### src/rtl/acr_cfg.svh
// Register offsets, field positions, reset values and timing counts
`ifndef ACR_CFG_SVH
`define ACR_CFG_SVH
`define ACR_ADDR_W          4
`define ACR_OFF_CTRL        4'h0
`define ACR_OFF_TIMING      4'h1
`define ACR_OFF_COMMAND     4'h2
`define ACR_OFF_SAMPLE_IN   4'h3
`define ACR_OFF_RESULT      4'h4
`define ACR_OFF_STATUS      4'h5
`define ACR_OFF_MASK        4'h6
`define ACR_CTRL_ENABLE     0
`define ACR_CTRL_DIFF       1
`define ACR_CTRL_LEFT       2
`define ACR_CTRL_RES10      3
`define ACR_CTRL_ACC_LSB    4
`define ACR_CTRL_PRESC_LSB  8
`define ACR_TIM_DLY_LSB     0
`define ACR_TIM_LEN_LSB     4
`define ACR_TIM_INIT_LSB    12
`define ACR_CMD_START       0
`define ACR_SIN_OVER        12
`define ACR_SIN_UNDER       13
`define ACR_STARTUP_PER     2
`define ACR_HOLD_ADC        2
`define ACR_CONV_HALF_ADC   27
`define ACR_FORMAT_PER      2
`define ACR_CTRL_RESET      32'h0000_0000
`define ACR_TIMING_RESET    32'h0000_0000
`endif

### src/rtl/acr_pkg.sv
// Types shared by the converter control block
package acr_pkg;
  typedef enum logic [2:0] {
    ACR_IDLE   = 3'b000,
    ACR_INIT   = 3'b001,
    ACR_START  = 3'b011,
    ACR_SAMPLE = 3'b010,
    ACR_CONV   = 3'b110,
    ACR_FORMAT = 3'b111
  } acr_state_e;

  typedef struct packed {
    logic        enable;
    logic        diff;
    logic        left;
    logic        res10;
    logic [2:0]  acc_sel;
    logic [7:0]  presc;
  } acr_ctrl_s;

  typedef struct packed {
    logic [3:0]  dly;
    logic [7:0]  len;
    logic [7:0]  init;
  } acr_timing_s;

  typedef struct packed {
    acr_state_e  state;
    acr_ctrl_s   ctrl;
    acr_timing_s tim;
    logic        init_done;
    logic        busy;
    logic [7:0]  presc_cnt;
    logic [8:0]  cyc_cnt;
    logic [7:0]  smp_cnt;
    logic [22:0] acc;
    logic [15:0] result;
    logic [11:0] sample;
    logic        status;
    logic        mask;
    logic        rd_pend;
    logic [31:0] rdata;
  } acr_state_s;
endpackage

### src/rtl/acr_top.sv
// Converter sample timing, result formatting and register slave
// Functional notes
// - Sampling lasts 2 plus delay count plus length count converter clocks.
// - A job takes 2 start-up clocks, then per sample 16 plus delay plus length converter clocks and 2 clocks.
// - After enable, sampling is held off for the init hold-off count.
// - Each finished conversion or accumulation lands in one 16-bit result register.
// - Single-ended results are unsigned, differential results are sign extended.
// - Codes span 0..4095 or -2048..2047 at 12 bits and 0..1023 or -512..511 at 10 bits.
// - Single-ended 12-bit codes saturate to all ones above reference and zero below ground.
// - Differential 12-bit codes saturate to 2047 and -2048.
// - Results are right aligned unless left align puts the top eight of the 12 code bits in the high byte, also at 10-bit resolution.
// - The selected number of samples is summed, dropping low bits beyond 16 samples.
// - For 1 to 16 samples the value takes 12 to 16 bits, zero filled by alignment, sign filled when differential and right aligned.
// - Truncated differential sums fill all 16 bits whatever the alignment.
// - Each sample is held 2 plus delay plus length converter clocks then converted over 14.
// - The accumulator clears whenever a new accumulated conversion starts.
// - The result ready flag sets on completion whether or not it is unmasked.
//
// Decided for this implementation: the register addresses and the Avalon-MM slave port.
`include "acr_cfg.svh"
module acr_top #(
  parameter int ACC_W = 23
) (
  input  wire logic                    clk_i,
  input  wire logic                    sys_rst_i,
  input  wire logic [`ACR_ADDR_W-1:0]  avs_address_i,
  input  wire logic                    avs_read_i,
  input  wire logic                    avs_write_i,
  input  wire logic [31:0]             avs_writedata_i,
  input  wire logic [3:0]              avs_byteenable_i,
  output logic      [31:0]             avs_readdata_o,
  output logic                         avs_waitrequest_o,
  output logic                         irq_o,
  output logic                         busy_o
);
  acr_pkg::acr_state_s s_q;
  acr_pkg::acr_state_s s_d;

  logic        adc_tick;
  logic        wr_hit;
  logic        rd_hit;
  logic [11:0] code;
  logic [15:0] fmt;
  logic [7:0]  n_smp;
  logic [8:0]  samp_len;
  logic [22:0] sum;

  // Converter clock enable; the prescaler is held at zero while idle
  assign adc_tick = (s_q.presc_cnt == s_q.ctrl.presc);

  // Sample code: 10-bit resolution keeps the low ten bits, sign extended when differential
  always_comb begin
    code = s_q.sample;
    if (s_q.ctrl.diff) begin
      if (s_q.ctrl.res10) begin
        code = {{2{s_q.sample[9]}}, s_q.sample[9:0]};
      end
    end else if (s_q.ctrl.res10) begin
      code = {2'b00, s_q.sample[9:0]};
    end
  end

  assign samp_len = 9'(`ACR_HOLD_ADC) + 9'(s_q.tim.dly)
                    + 9'(s_q.tim.len);
  assign n_smp    = 8'(1) << s_q.ctrl.acc_sel;

  // Signed or unsigned extension of the code into the accumulator
  assign sum = s_q.ctrl.diff
               ? s_q.acc + {{11{code[11]}}, code}
               : s_q.acc + {11'h000, code};

  // Result format from the finished sum
  always_comb begin
    fmt = 16'h0000;
    case (s_q.ctrl.acc_sel)
      3'd0: fmt = s_q.ctrl.left ? {s_q.acc[11:0], 4'h0}
                 : (s_q.ctrl.diff ? {{4{s_q.acc[11]}}, s_q.acc[11:0]}
                                  : {4'h0, s_q.acc[11:0]});
      3'd1: fmt = s_q.ctrl.left ? {s_q.acc[12:0], 3'h0}
                 : (s_q.ctrl.diff ? {{3{s_q.acc[12]}}, s_q.acc[12:0]}
                                  : {3'h0, s_q.acc[12:0]});
      3'd2: fmt = s_q.ctrl.left ? {s_q.acc[13:0], 2'h0}
                 : (s_q.ctrl.diff ? {{2{s_q.acc[13]}}, s_q.acc[13:0]}
                                  : {2'h0, s_q.acc[13:0]});
      3'd3: fmt = s_q.ctrl.left ? {s_q.acc[14:0], 1'b0}
                 : (s_q.ctrl.diff ? {s_q.acc[14], s_q.acc[14:0]}
                                  : {1'b0, s_q.acc[14:0]});
      3'd4: fmt = s_q.acc[15:0];
      3'd5: fmt = s_q.acc[16:1];
      3'd6: fmt = s_q.acc[17:2];
      3'd7: fmt = s_q.acc[18:3];
      default: fmt = 16'h0000;
    endcase
  end

  assign wr_hit = avs_write_i;
  assign rd_hit = avs_read_i;

  always_comb begin
    s_d = s_q;
    // Prescaler runs only while a conversion is active
    if (s_q.busy && s_q.state != acr_pkg::ACR_START) begin
      s_d.presc_cnt = adc_tick ? 8'h00 : s_q.presc_cnt + 8'h01;
    end else begin
      s_d.presc_cnt = 8'h00;
    end

    case (s_q.state)
      acr_pkg::ACR_IDLE: begin
        // Hold-off runs once per enable; re-entering it would refuse starts
        if (s_q.ctrl.enable && !s_q.init_done) begin
          s_d.state   = acr_pkg::ACR_INIT;
          s_d.cyc_cnt = 9'h000;
        end
      end
      acr_pkg::ACR_INIT: begin
        // Hold-off counted on the raw clock; INIT lasts init count plus one clocks, so a count of 0 still takes one
        if (!s_q.ctrl.enable) begin
          s_d.state = acr_pkg::ACR_IDLE;
        end else if (s_q.cyc_cnt >= 9'(s_q.tim.init)) begin
          s_d.init_done = 1'b1;
          s_d.state     = acr_pkg::ACR_IDLE;
        end else begin
          s_d.cyc_cnt = s_q.cyc_cnt + 9'h001;
        end
      end
      acr_pkg::ACR_START: begin
        if (s_q.cyc_cnt == 9'(`ACR_STARTUP_PER - 1)) begin
          s_d.state   = acr_pkg::ACR_SAMPLE;
          s_d.cyc_cnt = 9'h000;
        end else begin
          s_d.cyc_cnt = s_q.cyc_cnt + 9'h001;
        end
      end
      acr_pkg::ACR_SAMPLE: begin
        if (adc_tick) begin
          if (s_q.cyc_cnt == samp_len - 9'h001) begin
            s_d.state   = acr_pkg::ACR_CONV;
            s_d.cyc_cnt = 9'h000;
          end else begin
            s_d.cyc_cnt = s_q.cyc_cnt + 9'h001;
          end
        end
      end
      acr_pkg::ACR_CONV: begin
        // Whole converter clocks: the half-clock count of 27 halved to 13, ending on the 14th tick
        if (adc_tick) begin
          if (s_q.cyc_cnt == 9'(`ACR_CONV_HALF_ADC / 2)) begin
            s_d.state   = acr_pkg::ACR_FORMAT;
            s_d.cyc_cnt = 9'h000;
            s_d.acc     = sum;
          end else begin
            s_d.cyc_cnt = s_q.cyc_cnt + 9'h001;
          end
        end
      end
      acr_pkg::ACR_FORMAT: begin
        if (s_q.cyc_cnt == 9'(`ACR_FORMAT_PER - 1)) begin
          s_d.cyc_cnt = 9'h000;
          if (s_q.smp_cnt == n_smp - 8'h01) begin
            s_d.result = fmt;
            s_d.status = 1'b1;
            s_d.busy   = 1'b0;
            s_d.state  = acr_pkg::ACR_IDLE;
          end else begin
            s_d.smp_cnt = s_q.smp_cnt + 8'h01;
            s_d.state   = acr_pkg::ACR_SAMPLE;
          end
        end else begin
          s_d.cyc_cnt = s_q.cyc_cnt + 9'h001;
        end
      end
      default: s_d.state = acr_pkg::ACR_IDLE;
    endcase

    if (!s_q.ctrl.enable) begin
      s_d.init_done = 1'b0;
    end

    // Register writes; config changes mid-job give undefined results
    if (wr_hit && avs_byteenable_i[0]) begin
      case (avs_address_i)
        `ACR_OFF_CTRL: begin
          s_d.ctrl.enable  = avs_writedata_i[`ACR_CTRL_ENABLE];
          s_d.ctrl.diff    = avs_writedata_i[`ACR_CTRL_DIFF];
          s_d.ctrl.left    = avs_writedata_i[`ACR_CTRL_LEFT];
          s_d.ctrl.res10   = avs_writedata_i[`ACR_CTRL_RES10];
          s_d.ctrl.acc_sel = avs_writedata_i[`ACR_CTRL_ACC_LSB +: 3];
          s_d.ctrl.presc   = avs_writedata_i[`ACR_CTRL_PRESC_LSB +: 8];
        end
        `ACR_OFF_TIMING: begin
          s_d.tim.dly  = avs_writedata_i[`ACR_TIM_DLY_LSB +: 4];
          s_d.tim.len  = avs_writedata_i[`ACR_TIM_LEN_LSB +: 8];
          s_d.tim.init = avs_writedata_i[`ACR_TIM_INIT_LSB +: 8];
        end
        `ACR_OFF_SAMPLE_IN: begin
          // Saturation flags stand in for the analog comparator result
          if (avs_writedata_i[`ACR_SIN_OVER]) begin
            s_d.sample = s_q.ctrl.diff ? 12'h7ff : 12'hfff;
          end else if (avs_writedata_i[`ACR_SIN_UNDER]) begin
            s_d.sample = s_q.ctrl.diff ? 12'h800 : 12'h000;
          end else begin
            s_d.sample = avs_writedata_i[11:0];
          end
        end
        `ACR_OFF_COMMAND: begin
          if (avs_writedata_i[`ACR_CMD_START] && !s_q.busy
              && s_q.init_done && s_q.state == acr_pkg::ACR_IDLE) begin
            s_d.busy    = 1'b1;
            s_d.state   = acr_pkg::ACR_START;
            s_d.cyc_cnt = 9'h000;
            s_d.smp_cnt = 8'h00;
            s_d.acc     = '0;
          end
        end
        `ACR_OFF_MASK: s_d.mask = avs_writedata_i[0];
        default: ;
      endcase
    end

    // Read data is registered; one wait state on every read
    s_d.rd_pend = rd_hit && !s_q.rd_pend;
    if (rd_hit && !s_q.rd_pend) begin
      case (avs_address_i)
        `ACR_OFF_CTRL: s_d.rdata = {16'h0000, s_q.ctrl.presc, 1'b0,
                                    s_q.ctrl.acc_sel, s_q.ctrl.res10,
                                    s_q.ctrl.left, s_q.ctrl.diff,
                                    s_q.ctrl.enable};
        `ACR_OFF_TIMING: s_d.rdata = {12'h000, s_q.tim.init,
                                      s_q.tim.len, s_q.tim.dly};
        `ACR_OFF_COMMAND: s_d.rdata = {31'h0, s_q.busy};
        `ACR_OFF_SAMPLE_IN: s_d.rdata = {20'h00000, s_q.sample};
        `ACR_OFF_RESULT: s_d.rdata = {16'h0000, s_q.result};
        `ACR_OFF_STATUS: s_d.rdata = {30'h0, s_q.init_done, s_q.status};
        `ACR_OFF_MASK: s_d.rdata = {31'h0, s_q.mask};
        default: s_d.rdata = 32'h0000_0000;
      endcase
    end
    // Read clears only a flag it returned; a later completion wins
    if (s_q.rd_pend && avs_address_i == `ACR_OFF_STATUS && s_q.rdata[0]
        && !(s_q.state == acr_pkg::ACR_FORMAT
        && s_d.state == acr_pkg::ACR_IDLE)) begin
      s_d.status = 1'b0;
    end
  end

  always_ff @(posedge clk_i) begin
    if (sys_rst_i) begin
      s_q       <= '0;
      s_q.state <= acr_pkg::ACR_IDLE;
      s_q.ctrl  <= acr_pkg::acr_ctrl_s'(15'(`ACR_CTRL_RESET));
      s_q.tim   <= acr_pkg::acr_timing_s'(20'(`ACR_TIMING_RESET));
    end else begin
      s_q <= s_d;
    end
  end

  assign avs_readdata_o    = s_q.rdata;
  assign avs_waitrequest_o = avs_read_i && !s_q.rd_pend;
  assign irq_o             = s_q.status && s_q.mask;
  assign busy_o            = s_q.busy;
endmodule

### config.mk
export PLATFORM = sky130hd
export DESIGN_NAME = acr_top
export DESIGN_NICKNAME = d
export VERILOG_FILES = /design/src/rtl/acr_pkg.sv /design/src/rtl/acr_top.sv
export VERILOG_INCLUDE_DIRS = /design/src /design/src/rtl
export SDC_FILE = /design/constraint.sdc
export NUM_CORES = 1
export LEC_CHECK = 0
export BUFFER_PORTS_ARGS = -buffer_cell sky130_fd_sc_hd__buf_2
export CORE_MARGIN = 8
export CORE_UTILIZATION = 55
export DETAILED_ROUTE_END_ITERATION = 16
export HOLD_SLACK_MARGIN = 0.12
export PLACE_DENSITY = 0.8
export SLEW_MARGIN = 20
export SYNTH_ARGS = -nofsm -noshare
export SYNTH_HDL_FRONTEND = slang
export SYNTH_SLANG_ARGS = --single-unit
### constraint.sdc
create_clock -name clk_i -period 3 [get_ports clk_i]
set_input_delay 0.3 -clock clk_i [delete_from_list [all_inputs] [get_ports clk_i]]
set_output_delay 0.3 -clock clk_i [all_outputs]
set_load 0.005 [all_outputs]
# Yosys cells after proc, flatten, opt, wreduce, memory -nomap -nowiden
# Index checks and enable logic that the tools add are counted.
[op_classes]
multipliers = 0
n_div = 0
n_reduce_logical = 30
add_sub_neg = 9
n_shift = 1
n_mux = 58
n_eq_ne = 24
bitwise_logic = 2
n_lt_le_gt_ge = 1
[ops]
columns = ["cell", "n"]
rows = [
  ["$pmux W20 S7", 1],
  ["$mux W16", 8],
  ["$pmux W16 S8", 1],
  ["$mux W40", 3],
  ["$mux W23", 4],
  ["$mux W12", 7],
  ["$mux W9", 8],
  ["$pmux W9 S5", 1],
  ["$mux W38", 1],
  ["$mux W3", 11],
  ["$mux W8", 3],
  ["$add A23 B12 Y23", 1],
  ["$add A23 B23 Y23", 1],
  ["$mux W20", 1],
  ["$eq A3 B3 Y1 const B", 6],
  ["$pmux W3 S6", 1],
  ["$add A8 B1 Y8 const B", 2],
  ["$eq A8 B8 Y1", 2],
  ["$mux W15", 1],
  ["$eq A3 B2 Y1 const B", 4],
  ["$eq A4 B3 Y1 const B", 3],
  ["$logic_and A1 B1 Y1", 12],
  ["$reduce_and A2 Y1", 5],
  ["$add A5 B8 Y9", 1],
  ["22 further kinds", 37],
]
[word_totals]
latchBits = 0
ram_bits = 0
word_cells = 147
rom_bits = 0
regBits = 151
mem_count = 0

# Depth between registers and ports, before layout
[depth]
ltp_word = 15
mapped_depth = 12
ltp_nobuf = 12

# Least setup slack after synthesis
# No wires, ideal clock.
[synth_path]
kind = "register to register"
from = "register s_q[146] (netlist name)"
to = "register s_q[81] (netlist name)"
arrival_time_ps = 2630
path_stages_with_launch = 10
required_time_ps = 2873
synth_period_minus_slack_ps = 2757
setup_slack_ps = 243
path_cell_list = "dfxtp_1 -> clkbuf_1 -> a21boi_1 -> ha_1 -> or3_1 -> o21ai_0 -> a31oi_1 -> a41o_1 -> a21boi_0 -> or3_1"
[synth_between]
elab_chain_len = 9
word_cells_on_any_way = 10
[synth_lines]
columns = ["element", "line", "text"]
rows = [
  ["from (decl)", "acr_top.sv:36", "acr_pkg::acr_state_s s_q;"],
  ["$mux W12", "acr_top.sv:54", "if (s_q.ctrl.diff) begin"],
  ["$add A23 B12 Y23 or $add A23 B23 Y23 (tied branches)", "acr_top.sv:70, acr_top.sv:69", ""],
  ["$mux W23 (*)", "acr_top.sv:69", "? s_q.acc + {{11{code[11]}}, code}"],
  ["$mux W23 (*)", "acr_top.sv:148", "if (s_q.cyc_cnt == 9'(`ACR_CONV_HALF_ADC / 2)) begin"],
  ["$mux W23 (*)", "acr_top.sv:147", "if (adc_tick) begin"],
  ["$mux W23 (*)", "acr_top.sv:108", "case (s_q.state)"],
  ["$mux W40", "acr_top.sv:207", "if (avs_writedata_i[`ACR_CMD_START] && !s_q.busy"],
  ["$mux W40", "acr_top.sv:182", "case (avs_address_i)"],
  ["$mux W40 (*)", "acr_top.sv:181", "if (wr_hit && avs_byteenable_i[0]) begin"],
]
# Every way passes the cells marked *; elsewhere a longest branch is shown, timed or not.
# A chain may end at the register's enable or synchronous reset.

# Final worst setup path
[layout_path]
from = "register s_q[121] (netlist name)"
to = "register s_q[97] (netlist name)"
[layout_between]
elab_chain_len = 9
[layout_lines]
columns = ["element", "line", "text"]
rows = [
  ["$add A5 B8 Y9 (*)", "acr_top.sv:63", "assign samp_len = 9'(`ACR_HOLD_ADC) + 9'(s_q.tim.dly)"],
  ["$sub A9 B1 Y9 (*)", "acr_top.sv:137", "if (s_q.cyc_cnt == samp_len - 9'h001) begin"],
  ["$eq A9 B9 Y1 (*)", "acr_top.sv:137", ""],
  ["$mux W9 (*)", "acr_top.sv:137", ""],
  ["$mux W9 (*)", "acr_top.sv:136", "if (adc_tick) begin"],
  ["$pmux W9 S5 (*)", "acr_top.sv:108", ""],
  ["$mux W40", "acr_top.sv:207", ""],
  ["$mux W40", "acr_top.sv:182", ""],
  ["$mux W40 (*)", "acr_top.sv:181", ""],
]
# Marked as above.

==> results.py <==
metrics = {
    "run_status": {
        "status": "finished, final reports clean",
    },
    "power_and_ir_drop": {
        "power_density_nw_per_um2": 427,
        "p_comb_share_pct": 4.2,
        "ir_worst_vdd_uv": 435,
        "clockPowerShare_pct": 52.5,
        "cell_internal_pwr_uw": 3190,
        "p_seq_share_pct": 43.3,
        "p_leak_uw": 0.00365,
        "p_sw_share_pct": 23.5,
        "p_sw_uw": 981,
    },
    "yosys": {
        "yosysWarnings": 0,
        "muxShareOfSynthArea_pct": 2.78,
        "synth_edf_count": 0,
        "ys_ff_latch": 135,
        "async_flop_share_pct": 0,
        "syn-instance-count": 1171,
        "synth_cell_types": 76,
        "synth_top_cell_by_area": "dfxtp_1",
        "synth_area_per_cell_um2": 7.53,
        "synth-simple-area-share_pct": 21.2,
        "synth_fa_ha_area_share_pct": 5.42,
        "yosysMostFrequentCell": "nand2_1",
        "synth_top_family_by_area": "compound AO/OA/AOI/OAI gates",
        "synth_top_area_share_pct": 30.6,
        "ys.flop_type": "dfxtp_1",
        "synth_area_leaders": "dfxtp_1 (31%), a21oi_1 (8.1%), nand2_1 (7.2%), ha_1 (5.0%), nor2_1 (4.8%)",
        "ys_seq_area_share_pct": 30.6,
        "synth_common_cells": "nand2_1 (169), a21oi_1 (143), dfxtp_1 (135)",
        "synth_xor_area_share_pct": 4.57,
        "syn-cell-area_um2": 8820,
        "synth_compound_area_share_pct": 27.3,
    },
    "route": {
        "via_count": 8719,
        "ant_nets": 0,
        "drc_errors": 0,
        "via_per_inst": 6.21,
        "wl_per_cell_um": 18.1,
        "drt-total-wl_um": 25300,
        "dr.pass1.iters": 7,
        "drt_iter0_drc": 1033,
    },
    "setup_path": {
        "endpoint_kind": "flip-flop",
        "arrival_ns": 3.18,
        "cpPeakStageDelay_ns": 0.41,
        "worstPathRequired_ns": 3.35,
        "regToRegSetupSlack_ns": 0.16,
        "crit_fanout": 7,
        "reg2reg_to": "s_q[97]$_SDFF_PP0_",
        "cp-start-kind": "flip-flop",
        "crit_type": "flip-flop to flip-flop",
        "r2r_start": "s_q[121]$_SDFFE_PP0P_",
        "crit_path_frequent_cell": "inv_1",
        "cpMaxStageDelayCell": "o31ai_4",
        "cp_cell_sequence": "inv_1, ha_1, inv_1, fa_2, a211o_1, nand2_1, o311ai_0, a41oi_1, a2111oi_4, o31ai_4, a41oi_2, a211oi_2",
        "ff2ff_path_depth": 12,
    },
    "floorplan": {
        "io_pins": 79,
        "coreArea_um2": 15800,
        "fp.dieH_um": 143,
        "rows": 46,
        "die_w_um": 143,
        "initial_core_util_pct": 55.9,
        "die-area_um2": 20300,
    },
    "sta": {
        "max_slew_margin_pct": 38.5,
        "finalSetupTns_ns": 0,
        "clock_skew_ns": 0.0102,
        "worst_slew_pin_slew_ns": 0.923,
        "layout_min_cycle_time_ns": 2.84,
        "min_period_over_period_pct": 94.6,
        "setup_viol_count_final": 0,
        "rsz0062_at_grt": "yes",
        "fmaxAchievable_ghz": 0.352,
        "hold_viol": 0,
        "worst_hold_slack_ns": 0.133,
        "slew_violations": 0,
    },
    "hold_path": {
        "hold_start": "avs_writedata_i[9]",
        "holdPathStages": 3,
        "hp-class": "input pin to flip-flop",
        "hold_end": "s_q[134]$_SDFFE_PP0P_",
    },
    "placement": {
        "gp_congestion": 0.978,
        "dp_hpwl_um": 18000,
        "place.port_buffers": 51,
    },
    "layout": {
        "multi_input_area_um2": 5490,
        "fillers": 1425,
        "drive_gt1_share_pct": 12.1,
        "n_antenna_cell": 0,
        "fin_nets": 1255,
        "area_delta_synth_final_pct": 10.8,
        "regArea_um2": 2700,
    },
    "clock_tree": {
        "cts_tree": "done",
        "root_buffer": "clkbuf_16",
        "cts_max_path_buffers": 2,
        "cts_num_sinks": 135,
        "numCtsBuffers": 17,
        "clkTransAtPathRegs_ns": 0.06,
        "h-tree-depth": 4,
        "worstSkewPairLatency_ns": 0.43,
        "postCtsSetupRepairBufs": 0,
    },
    "global_routing": {
        "overflow": 0,
        "grt_max_degree": 85,
        "grt_antenna_before_repair": 0,
        "grt_pass1_wl_um": 40300,
        "grt_pass1_vias": 7711,
        "grt_usage_pct": 24.8,
    },
    "flow_run": {
        "maxCapViolations": 0,
    },
}
[what timing repair did]
action	in CTS	in global routing
endpoints found under the setup margin	1	10
hold buffers	5	0
gates resized for setup	1	5
pin swaps	0	5
hold endpoints to repair	7	0
[stage by stage]
step | instances | util (%) | power, µW | setup WS, ns | instance area [µm²]
2_1_floorplan | 1182 | - | 1960 | 0.243 | 8860
4_1_cts | 1403 | 61.8 | 4190 | 0.0286 | 9750
3_3_place_gp | 1366 | 57.6 | 2010 | 0.0800 | 9080
3_5_place_dp | 1366 | 57.6 | 2010 | 0.00666 | 9080
5_1_grt | 1403 | 62.0 | 4300 | -0.0587 | 9770
6_report | 1403 | 62.0 | 4180 | 0.161 | 9770
[logic make-up (layout without fill, tap and decap cells)]
logic type      after synthesis  count (layout)
mux                          24              24
other cells                   1              12
xor+xnor                     46              46
flops                       135             135
compound gates              365             365
fa+ha+maj                    37              37
buf+inv                     148             153
simple gates                415             415
[cell type report]
| class | count | share of cell area (%) |
|---|---|---|
| inverter | 32 | 1.23 |
| sequential | 135 | 27.7 |
| multi-input combinational | 899 | 56.2 |
| timing repair buffer | 89 | 5.92 |
| tap | 216 | 2.77 |
| clock buffer | 20 | 4.57 |
| clock inverter | 12 | 1.70 |
[power groups by stage]
stage	sequential [µW]	clock [µW]	combinational [µW]
floorplan	1840	0	113
global placement	1850	0	164
detailed placement	1850	0	164
CTS	1810	2210	171
global route	1810	2300	188
finish	1810	2190	176
[cells in the final DEF, fill, tap and decap left out, drive strengths merged, types with 19 or more instances in the layout]
master / Yosys / final
a211oi: 38 / 38
a22oi: 28 / 28
ha: 35 / 35
nand2: 169 / 169
nand3: 35 / 35
nor2: 113 / 113
and3: 19 / 19
xnor2: 25 / 25
a21oi: 143 / 143
dfxtp: 135 / 135
mux2i: 20 / 20
o21ai: 52 / 52
clkbuf: 67 / 20
inv: 30 / 34
xor2: 21 / 21
buf: 49 / 84
[registers in the layout (all words and copies together), names as in the netlist]
| signal | cells |
|---|---|
| avs_readdata_o | 20 |
| busy_o | 1 |
| s_q | 114 |
[routing by layer]
| layer | global-route usage (%) | vias up | part of all wire, % |
|---|---|---|---|
| li1 | - | 4161 | - |
| met1 | 32.2 | 4025 | 42 |
| met2 | 38.8 | 459 | 46 |
| met3 | 4.57 | 74 | 8.5 |
| met4 | 12.7 | 0 | 3.9 |
| met5 | 0 | - | 0 |
[how the worst max path moves through the flow]
| stage | start | slack, ns | cells past startpoint | to |
|---|---|---|---|---|
| 3_3_place_gp | s_q[121]$_SDFFE_PP0P_ | 0.08 | 12 | s_q[97]$_SDFF_PP0_ |
| 6_report | s_q[121]$_SDFFE_PP0P_ | 0.16 | 12 | s_q[97]$_SDFF_PP0_ |
| 2_1_floorplan | s_q[146]$_SDFFE_PP0P_ | 0.24 | 9 | s_q[81]$_SDFF_PP0_ |
| 4_1_cts | s_q[121]$_SDFFE_PP0P_ | 0.03 | 12 | s_q[97]$_SDFF_PP0_ |
| 5_1_grt | s_q[121]$_SDFFE_PP0P_ | -0.06 | 12 | s_q[97]$_SDFF_PP0_ |
| 3_5_place_dp | s_q[121]$_SDFFE_PP0P_ | 0.007 | 12 | s_q[97]$_SDFF_PP0_ |
[critical path: cells and delay by family (launching register included)]
kind            cells  cell delay [ns]
fa+ha+maj           2             0.51
buf+inv             2             0.13
simple gates        1             0.09
compound gates      7             1.70
flops               1             0.33
(Power assumes the default switching activity.)
